<file path="src/design/rsc_defs.svh">
// constants for the reset source controller: offsets, fields, reset values, timings
`ifndef RSC_DEFS_SVH
`define RSC_DEFS_SVH

`define RSC_ADDR_CAUSE    4'h0
`define RSC_ADDR_SCRATCH  4'h1
`define RSC_ADDR_STATUS   4'h2

`define RSC_CAUSE_POR_VAL 16'h0003
`define RSC_CAUSE_WMASK   16'hc7ff
`define RSC_B_TRAP        15
`define RSC_B_OPCODE      14
`define RSC_B_DSLEEP      10
`define RSC_B_CFG         9
`define RSC_B_FBIAS       8
`define RSC_B_PIN         7
`define RSC_B_INSTR       6
`define RSC_B_SWDT        5
`define RSC_B_WATCHDOG_TIMEOUT_FLAG        4
`define RSC_B_SLEEP       3
`define RSC_B_IDLE        2
`define RSC_B_BOR         1

`define RSC_CLK_NS        100
`define RSC_TPOR_NS       10000
`define RSC_TRST_NS       1000
`define RSC_TPWRT_NS      64000000
`define RSC_TFSCM_NS      2000
`define RSC_CYC(t)        (((t) + `RSC_CLK_NS - 1) / `RSC_CLK_NS)
`define RSC_OST_PERIODS   1024

`endif

</file>
<file path="src/design/rsc_pkg.sv">
// types shared by the reset source controller
package rsc_pkg;
  typedef enum logic [2:0] {
    ST_POR,
    ST_HOLD,
    ST_TRST,
    ST_POWER_UP_TIMER,
    ST_RUN
  } seq_state_e;
  typedef logic [2:0] osc_sel_t;
endpackage : rsc_pkg

</file>
<file path="src/design/reset_source_controller.sv">
// reset source merge, reset cause register, release sequencing and clock select
//
// Added by the designer: the register addresses and the address-and-strobe port.
`include "rsc_defs.svh"
module reset_source_controller
  import rsc_pkg::*;
#(
  parameter int unsigned POR_CYCLES  = `RSC_CYC(`RSC_TPOR_NS),
  parameter int unsigned POWER_UP_TIMER_CYCLES = `RSC_CYC(`RSC_TPWRT_NS),
  parameter int unsigned FAILSAFE_CLOCK_MONITOR_CYCLES = `RSC_CYC(`RSC_TFSCM_NS)
)(
  // clock, power-on reset, enable
  input  wire logic        clk_sys,
  input  wire logic        arst_n,
  input  wire logic        clk_en,
  // register port
  input  wire logic [3:0]  reg_addr,
  input  wire logic [15:0] reg_wdata,
  input  wire logic        reg_wr,
  input  wire logic        reg_rd,
  output logic      [15:0] reg_rdata,
  // asynchronous monitors and pins
  input  wire logic        external_reset_pin_n,
  input  wire logic        brown_out_reset,
  input  wire logic        osc_tick,
  input  wire logic        pll_locked,
  // core events, system clock domain
  input  wire logic        instr_reset,
  input  wire logic        watchdog_timeout,
  input  wire logic        config_mismatch,
  input  wire logic        trap_conflict,
  input  wire logic        bad_opcode,
  input  wire logic        uninit_register_reset,
  input  wire logic        power_save_instruction_sleep,
  input  wire logic        power_save_instruction_idle,
  input  wire logic        deep_sleep_enable,
  // configuration
  input  wire logic        fuse_watchdog_enable,
  input  wire logic        clock_switch_enable,
  input  wire logic [2:0]  fuse_oscillator_select,
  input  wire logic [2:0]  current_oscillator_field,
  input  wire logic        pll_in_use,
  // outputs
  output logic             master_reset_n,
  output logic             code_run,
  output logic      [2:0]  reset_clock_select,
  output logic             watchdog_enable,
  output logic             flash_bias_in_sleep,
  output logic             regulator_standby_in_sleep,
  output logic             failsafe_monitor_en
);

  localparam int unsigned TRST_CYCLES = `RSC_CYC(`RSC_TRST_NS);
  localparam logic [9:0]  OST_LAST    = 10'(`RSC_OST_PERIODS - 1);

  // two-stage synchronisers; pin inverted ahead of the first stage
  logic [3:0] async_in;
  logic [3:0] sync1_q;
  logic [3:0] sync2_q;
  assign async_in = {pll_locked, osc_tick, brown_out_reset, ~external_reset_pin_n};

  genvar gi;
  generate
    for (gi = 0; gi < 4; gi++)
    begin : g_sync
      always_ff @(posedge clk_sys or negedge arst_n)
      begin
        if (!arst_n)
        begin
          sync1_q[gi] <= 1'b0;
          sync2_q[gi] <= 1'b0;
        end
        else if (clk_en)
        begin
          sync1_q[gi] <= async_in[gi];
          sync2_q[gi] <= sync1_q[gi];
        end
      end
    end
  endgenerate

  // limitation: each osc_tick phase must last a full system clock to be counted
  logic pin_rst;
  logic bor_rst;
  logic tick_s;
  logic lock_s;
  assign pin_rst = sync2_q[0];
  assign bor_rst = sync2_q[1];
  assign tick_s  = sync2_q[2];
  assign lock_s  = sync2_q[3];

  logic any_src;
  assign any_src = pin_rst | bor_rst | instr_reset | watchdog_timeout
                 | config_mismatch | trap_conflict | bad_opcode
                 | uninit_register_reset;

  // register access decode
  logic wr_cause;
  logic wr_scratch;
  assign wr_cause   = reg_wr && (reg_addr == `RSC_ADDR_CAUSE);
  assign wr_scratch = reg_wr && (reg_addr == `RSC_ADDR_SCRATCH);

  // reset cause register
  logic [15:0] cause_q;
  logic [15:0] cause_d;

  always_comb
  begin
    cause_d = cause_q;
    if (wr_cause)
    begin
      // plain storage; a written one starts no reset
      cause_d = reg_wdata & `RSC_CAUSE_WMASK;
      // deep-sleep flag can only be cleared by software
      cause_d[`RSC_B_DSLEEP] = cause_q[`RSC_B_DSLEEP] & reg_wdata[`RSC_B_DSLEEP];
    end
    if (power_save_instruction_sleep || power_save_instruction_idle)
      cause_d[`RSC_B_WATCHDOG_TIMEOUT_FLAG] = 1'b0;
    // hardware sets come last so an event beats a same-cycle clear
    if (trap_conflict)
      cause_d[`RSC_B_TRAP] = 1'b1;
    if (bad_opcode || uninit_register_reset)
      cause_d[`RSC_B_OPCODE] = 1'b1;
    if (power_save_instruction_sleep && deep_sleep_enable)
      cause_d[`RSC_B_DSLEEP] = 1'b1;
    if (config_mismatch)
      cause_d[`RSC_B_CFG] = 1'b1;
    if (pin_rst)
      cause_d[`RSC_B_PIN] = 1'b1;
    if (instr_reset)
      cause_d[`RSC_B_INSTR] = 1'b1;
    if (watchdog_timeout)
      cause_d[`RSC_B_WATCHDOG_TIMEOUT_FLAG] = 1'b1;
    if (power_save_instruction_sleep)
      cause_d[`RSC_B_SLEEP] = 1'b1;
    if (power_save_instruction_idle)
      cause_d[`RSC_B_IDLE] = 1'b1;
    // bit 0 has no hardware setter here: the power-on reset and a software write raise it
    if (bor_rst)
      cause_d[`RSC_B_BOR] = 1'b1;
  end

  always_ff @(posedge clk_sys or negedge arst_n)
  begin
    if (!arst_n)
      cause_q <= `RSC_CAUSE_POR_VAL;
    else if (clk_en)
      cause_q <= cause_d;
  end

  // general storage with no reset: survives every reset but power loss
  logic [15:0] scratch_q;
  always_ff @(posedge clk_sys)
  begin
    if (clk_en && wr_scratch)
      scratch_q <= reg_wdata;
  end

  // release sequencer
  seq_state_e  state_q;
  logic [19:0] cnt_q;
  logic        long_q;
  logic        from_por_q;

  always_ff @(posedge clk_sys or negedge arst_n)
  begin
    if (!arst_n)
    begin
      state_q    <= ST_POR;
      cnt_q      <= 20'(POR_CYCLES - 1);
      long_q     <= 1'b1;
      from_por_q <= 1'b1;
    end
    else if (clk_en)
    begin
      if (any_src)
      begin
        // every source restarts the sequence and holds it
        state_q <= ST_HOLD;
        cnt_q   <= 20'(TRST_CYCLES - 1);
        // power-up timer is owed again after a brown-out only
        if (bor_rst)
          long_q <= 1'b1;
        else if (state_q == ST_RUN)
          long_q <= 1'b0;
        // a source during the power-on count keeps the fuse clock choice
        if (state_q != ST_POR)
          from_por_q <= 1'b0;
      end
      else
      begin
        case (state_q)
          ST_POR:
          begin
            if (cnt_q == 20'h00000)
            begin
              state_q <= ST_TRST;
              cnt_q   <= 20'(TRST_CYCLES - 1);
            end
            else
              cnt_q <= cnt_q - 20'h00001;
          end
          ST_HOLD:
          begin
            state_q <= ST_TRST;
            cnt_q   <= 20'(TRST_CYCLES - 1);
          end
          ST_TRST:
          begin
            if (cnt_q != 20'h00000)
              cnt_q <= cnt_q - 20'h00001;
            else if (long_q)
            begin
              state_q <= ST_POWER_UP_TIMER;
              cnt_q   <= 20'(POWER_UP_TIMER_CYCLES - 1);
            end
            else
              state_q <= ST_RUN;
          end
          ST_POWER_UP_TIMER:
          begin
            if (cnt_q == 20'h00000)
              state_q <= ST_RUN;
            else
              cnt_q <= cnt_q - 20'h00001;
          end
          ST_RUN:
            cnt_q <= 20'h00000;
          default:
            state_q <= ST_HOLD;
        endcase
      end
    end
  end

  // clean, clock-aligned master reset; asserts at once under power-on
  always_ff @(posedge clk_sys or negedge arst_n)
  begin
    if (!arst_n)
      master_reset_n <= 1'b0;
    else if (clk_en)
      // sources gate the output directly, saving a cycle of latency
      master_reset_n <= (state_q == ST_RUN) && !any_src;
  end

  // reset clock source, chosen by the kind of reset
  always_ff @(posedge clk_sys or negedge arst_n)
  begin
    if (!arst_n)
      reset_clock_select <= 3'h0;
    else if (clk_en)
    begin
      if (!clock_switch_enable)
        reset_clock_select <= fuse_oscillator_select;
      else if (state_q == ST_POR || from_por_q)
        reset_clock_select <= fuse_oscillator_select;
      else if (any_src && (pin_rst || watchdog_timeout || instr_reset))
        reset_clock_select <= current_oscillator_field;
      // limitation: all other sources fall back to the fuse value
      else if (any_src)
        reset_clock_select <= fuse_oscillator_select;
    end
  end

  // oscillator start-up timer; only a supply loss restarts it
  logic       tick_d_q;
  logic [9:0] ost_cnt_q;
  logic       ost_done_q;

  always_ff @(posedge clk_sys or negedge arst_n)
  begin
    if (!arst_n)
    begin
      tick_d_q   <= 1'b0;
      ost_cnt_q  <= 10'h000;
      ost_done_q <= 1'b0;
    end
    else if (clk_en)
    begin
      tick_d_q <= tick_s;
      // core resets leave the oscillator alive, so the count is kept
      if (bor_rst)
      begin
        ost_cnt_q  <= 10'h000;
        ost_done_q <= 1'b0;
      end
      else if (tick_s && !tick_d_q && !ost_done_q)
      begin
        // counts oscillator periods in parallel with the reset delay
        if (ost_cnt_q == OST_LAST)
          ost_done_q <= 1'b1;
        else
          ost_cnt_q <= ost_cnt_q + 10'h001;
      end
    end
  end

  // code runs only once a valid clock is released
  always_ff @(posedge clk_sys or negedge arst_n)
  begin
    if (!arst_n)
      code_run <= 1'b0;
    else if (clk_en)
      // lock only matters while the pll sits in the clock path
      code_run <= master_reset_n && ost_done_q && (!pll_in_use || lock_s);
  end

  // fail-safe monitor start delay, counted from release
  logic [19:0] failsafe_clock_monitor_cnt_q;
  always_ff @(posedge clk_sys or negedge arst_n)
  begin
    if (!arst_n)
    begin
      failsafe_clock_monitor_cnt_q          <= 20'h00000;
      failsafe_monitor_en <= 1'b0;
    end
    else if (clk_en)
    begin
      if (!master_reset_n)
      begin
        failsafe_clock_monitor_cnt_q          <= 20'h00000;
        failsafe_monitor_en <= 1'b0;
      end
      // count parks at its end; a new release starts it over
      else if (failsafe_clock_monitor_cnt_q == 20'(FAILSAFE_CLOCK_MONITOR_CYCLES - 1))
        failsafe_monitor_en <= 1'b1;
      else
        failsafe_clock_monitor_cnt_q <= failsafe_clock_monitor_cnt_q + 20'h00001;
    end
  end

  // control outputs taken from the cause register
  always_ff @(posedge clk_sys or negedge arst_n)
  begin
    if (!arst_n)
    begin
      watchdog_enable            <= 1'b0;
      flash_bias_in_sleep        <= 1'b0;
      regulator_standby_in_sleep <= 1'b1;
    end
    else if (clk_en)
    begin
      // a programmed fuse forces the watchdog on; software chooses only while the fuse is clear
      watchdog_enable            <= fuse_watchdog_enable | cause_q[`RSC_B_SWDT];
      flash_bias_in_sleep        <= cause_q[`RSC_B_FBIAS];
      regulator_standby_in_sleep <= ~cause_q[`RSC_B_FBIAS];
    end
  end

  // read data valid only in the cycle after the strobe
  logic [15:0] status_w;
  assign status_w = {9'h000, reset_clock_select, failsafe_monitor_en,
                     code_run, ost_done_q, master_reset_n};

  always_ff @(posedge clk_sys or negedge arst_n)
  begin
    if (!arst_n)
      reg_rdata <= 16'h0000;
    else if (clk_en)
    begin
      if (reg_rd)
      begin
        case (reg_addr)
          `RSC_ADDR_CAUSE:   reg_rdata <= cause_q;
          `RSC_ADDR_SCRATCH: reg_rdata <= scratch_q;
          `RSC_ADDR_STATUS:  reg_rdata <= status_w;
          default:           reg_rdata <= 16'h0000;
        endcase
      end
      // zero outside the answer cycle, so stale words never look valid
      else
        reg_rdata <= 16'h0000;
    end
  end

endmodule : reset_source_controller

</file>
<file path="config.mk">
export PLATFORM = sky130hd
export DESIGN_NAME = reset_source_controller
export DESIGN_NICKNAME = d
export VERILOG_FILES = /design/src/design/rsc_pkg.sv /design/src/design/reset_source_controller.sv
export VERILOG_INCLUDE_DIRS = /design/src /design/src/design
export SDC_FILE = /design/constraint.sdc
export NUM_CORES = 1
export LEC_CHECK = 0
export ABC_AREA = 1
export BUFFER_PORTS_ARGS = -buffer_cell sky130_fd_sc_hd__buf_4
export CORE_MARGIN = 4
export CORE_UTILIZATION = 53
export CTS_CLUSTER_SIZE = 16
export DETAILED_ROUTE_END_ITERATION = 16
export GPL_TIMING_DRIVEN = 0
export PLACE_DENSITY = 0.76
export SLEW_MARGIN = 10
export SYNTH_ARGS = -nofsm -noshare
export SYNTH_HDL_FRONTEND = slang
export SYNTH_SLANG_ARGS = --single-unit
</file>
<file path="constraint.sdc">
create_clock -name clk_sys -period 1.75 [get_ports clk_sys]
set_clock_uncertainty 0.1 [all_clocks]
set_input_delay 0.0875 -clock clk_sys [delete_from_list [all_inputs] [get_ports clk_sys]]
set_output_delay 0.0875 -clock clk_sys [all_outputs]
set_load 0.03 [all_outputs]
</file>
==> impl_metrics.env <==
export IMPL_startpoint="cnt_q[0]$_DFFE_PN1P_"
export IMPL_rr_endpoint="cnt_q[11]$_DFFE_PN0P_"
export IMPL_hold_viol_final=0
export IMPL_slowest_delay_ps=560
export IMPL_die_h_um=119
export IMPL_r2r_cells=10
export IMPL_outcome="finished with violations"
export IMPL_endpoint="cnt_q[11]$_DFFE_PN0P_"
export IMPL_finalNonFillerCells=1132
export IMPL_n_antenna_cell=0
export IMPL_dr_pass1_iters=5
export IMPL_crit_cells=10
export IMPL_grt_pass1_wl_um=28700
export IMPL_cts_sinks=119
export IMPL_synth_cell_type_count=46
export IMPL_slowest_stage="dfstp_2"
export IMPL_clock_fmax_mhz=545
export IMPL_maxCapViolations=0
export IMPL_synth_area_per_cell_um2=7.95
export IMPL_drc_errors=0
export IMPL_syn_to_final_growth_pct=35.9
export IMPL_synth_top_family_by_area="simple AND/OR/NAND/NOR gates"
export IMPL_core_area_mm2=0.0120
export IMPL_yosys_cell_count_top_type="nand2_1"
export IMPL_synth_xor_area_share_pct=2.30
export IMPL_path_cells="inv_4 > ha_4 > nand2_4 > nor2_4 > nand3_4 > clkinv_4 > nand2_8 > nand2_8 > a31oi_4 > nor2_1"
export IMPL_port_buffers=69
export IMPL_power_density_mw_per_mm2=816
export IMPL_worst_slack_ps=-86.4
export IMPL_synthFlopType="dfrtp_1"
export IMPL_clock_root_buffer="clkbuf_16"
export IMPL_yosys_area_top_type_share_pct=36.3
export IMPL_syn_nets=866
export IMPL_die_x_um=119
export IMPL_final_nets=1023
export IMPL_vias_per_cell=5.59
export IMPL_drt_wl_total_um=18400
export IMPL_min_path_type="in -> reg"
export IMPL_crit_arrival_ps=2030
export IMPL_min_from="uninit_register_reset"
export IMPL_ys_top_cells_by_area="dfrtp_1, nand2_1, edfxtp_1, nand3_1, inv_1"
export IMPL_synthArstFlopShare_pct=86.6
export IMPL_synthAdderAreaFrac_pct=0.772
export IMPL_initial_core_util_pct=54.0
export IMPL_crit_buf_inv=2
export IMPL_fp_dieArea_mm2=0.0141
export IMPL_cts_reportedPaths_clkPinSlew_ps=60
export IMPL_cp_max_fo=6
export IMPL_netlist_area_mm2=0.00648
export IMPL_track_usage_pct=25.3
export IMPL_synth_common_cells="nand2_1, dfrtp_1, inv_1, nand3_1, o21ai_0"
export IMPL_cts_tree="done"
export IMPL_synth_edf_count=16
export IMPL_antenna_found_initial=0
export IMPL_drive_above_1_share_pct=28.1
export IMPL_grt_setup_unrepaired="yes"
export IMPL_muxShareOfSynthArea_pct=0
export IMPL_violations="setup timing"
export IMPL_htree_levels=4
export IMPL_yosys_area_top_type="dfrtp_1"
export IMPL_synth_compound_area_share_pct=11.9
export IMPL_post_place_ws_ps=-439
export IMPL_placed_cell_area_mm2=0.00720
export IMPL_slew_headroom_pct=36.6
export IMPL_ir_worst_vdd_mv=0.799
export IMPL_power_leakage_nw=3.96
export IMPL_clockBufferDepth=2
export IMPL_postLayoutCellArea_mm2=0.00881
export IMPL_cts_made_buffers=17
export IMPL_grt_pass1_vias=5992
export IMPL_grt_max_degree=104
export IMPL_crit_family="flip-flops"
export IMPL_critical_path_class="reg -> reg"
export IMPL_setup_viol=22
export IMPL_cp_end_kind="flip-flop"
export IMPL_startpoint_type="flip-flop"
export IMPL_dr_first_iter_drc_count=429
export IMPL_worst_slew_pin_slew_ps=951
export IMPL_dr_total_vias=6332
export IMPL_worstPathRequired_ps=1940
export IMPL_clkLatencyLatePin_ps=420
export IMPL_placed_cells=1031
export IMPL_drtAntennaViolNets=0
export IMPL_grt_ovfl_total=0
export IMPL_r2r_slack_ps=-90
export IMPL_gp_congestion=0.891
export IMPL_ioPinCount=72
export IMPL_period_needed_ps=1840
export IMPL_ys_ff_latch=119
export IMPL_maxSlewViolCount=0
export IMPL_syn_inst=815
export IMPL_dpl_hpwl_um=11300
export IMPL_yosysWarningCount=0
export IMPL_reg2reg_from="cnt_q[0]$_DFFE_PN1P_"
export IMPL_rows=40
export IMPL_post_drt_wl_per_cell_um=16.2
export IMPL_crit_top_cell="nand2_8"
export IMPL_yosysSeqAreaShare_pct=47.4
export IMPL_synthSimpleGateAreaFrac_pct=30.3
export IMPL_finalCritPeriodShare_pct=105
==> layout make-up <==
cell class	instances	area, um2
multi-input combinational	576	3290
fill	842	3200
sequential	119	3080
timing repair buffer	138	1170
clock buffer	17	425
inverter	99	387
tap	147	184
buffer	21	140
clock inverter	15	129
==> worst min path at each step <==
| stage | cells past startpoint | slack [ps] | to |
|---|---|---|---|
| global route | 4 | 40 | cause_q[14]$_DFFE_PN0P_ |
| detailed placement | 1 | 170 | scratch_q[13]$_DFFE_PP_ |
| CTS | 4 | 20 | cause_q[9]$_DFFE_PN0P_ |
| floorplan | 0 | -310 | bor_rst$_DFFE_PN0P_ |
| finish | 4 | 40 | cause_q[14]$_DFFE_PN0P_ |
| global placement | 1 | 170 | scratch_q[12]$_DFFE_PP_ |
==> worst min-delay path, stage by stage <==
cell and delay (ps):
buf_4 80, or2_1 170, nand2_1 80, o211ai_1 100
==> cell usage in the layout, fill, tap and decap left out, drive strengths merged <==
cell type,synthesis,layout
nand3,71,71
clkinvlp,0,2
clkinv,1,10
or2,6,6
bufinv,0,1
o2111ai,1,1
dlygate4sd3,0,38
o31ai,3,3
nor3,24,24
o211ai,7,7
xor2,12,12
xnor2,5,5
clkbuf,5,25
nor2,81,81
a31o,1,1
o221ai,3,3
o22ai,8,8
dfstp,9,9
o21bai,4,4
nor4,1,1
o21ai,86,86
dfrtp,94,94
nand2,218,218
inv,98,101
nor3b,1,1
buf,16,113
edfxtp,16,16
a22oi,2,2
a31oi,2,2
a21oi,15,15
o21a,1,1
nand4,20,20
ha,4,4
==> layer usage <==
metal  routed length [um]  up-vias  global-route usage, %  share of wire (%)
met2                 9600      236                   43.3                 52
li1                     -     3010                      -                  -
met4                  463        0                   9.41                2.5
met5                    0        -                      0                  0
met1                 7240     3046                   31.0                 39
met3                 1070       40                   5.98                5.8
==> flip-flops by register name (all words and copies together) (netlist names), 4 cells and up <==
register	cells
cause_q	13
sync1_q	4
cnt_q	20
scratch_q	16
ost_cnt_q	10
failsafe_clock_monitor_cnt_q	20
reg_rdata	16
==> cells by family (layout without fill, tap and decap cells) <==
group / count (synthesis) / after routing
AOI/OAI and AO/OA: 133 / 133
xor gates and xnor gates: 17 / 17
adders and majority gates: 4 / 4
buffers and inverters: 120 / 290
DFF: 119 / 119
and+or+nand+nor: 422 / 422
==> per-stage QoR <==
step                      hold WS [ps]  util (%)  power, W  TNS (ps)
after floorplan                   -308         -   0.00348         0
after global placement             166      59.9   0.00376    -13900
after detailed placement           167      59.9   0.00378    -15040
after CTS                         19.0      70.1   0.00712      -278
after global routing              37.8      73.3   0.00746     -3300
final                             44.4      73.3   0.00719      -983
==> power by group <==
part           internal (W)  switching, W
clock network       0.00195       0.00130
logic              0.000367      0.000518
registers           0.00294      0.000106
total               0.00526       0.00193
==> what timing repair did <==
item | 4_1_cts | 5_1_grt
cloned | 0 | 1
pin swaps | 19 | 14
endpoints found under the setup margin | 62 | 68
hold buffers | 38 | 0
hold endpoints to repair | 136 | 0
setup buffers | 14 | 16
gates resized for setup | 44 | 75
No activity file was read; power rests on OpenSTA's default activity.
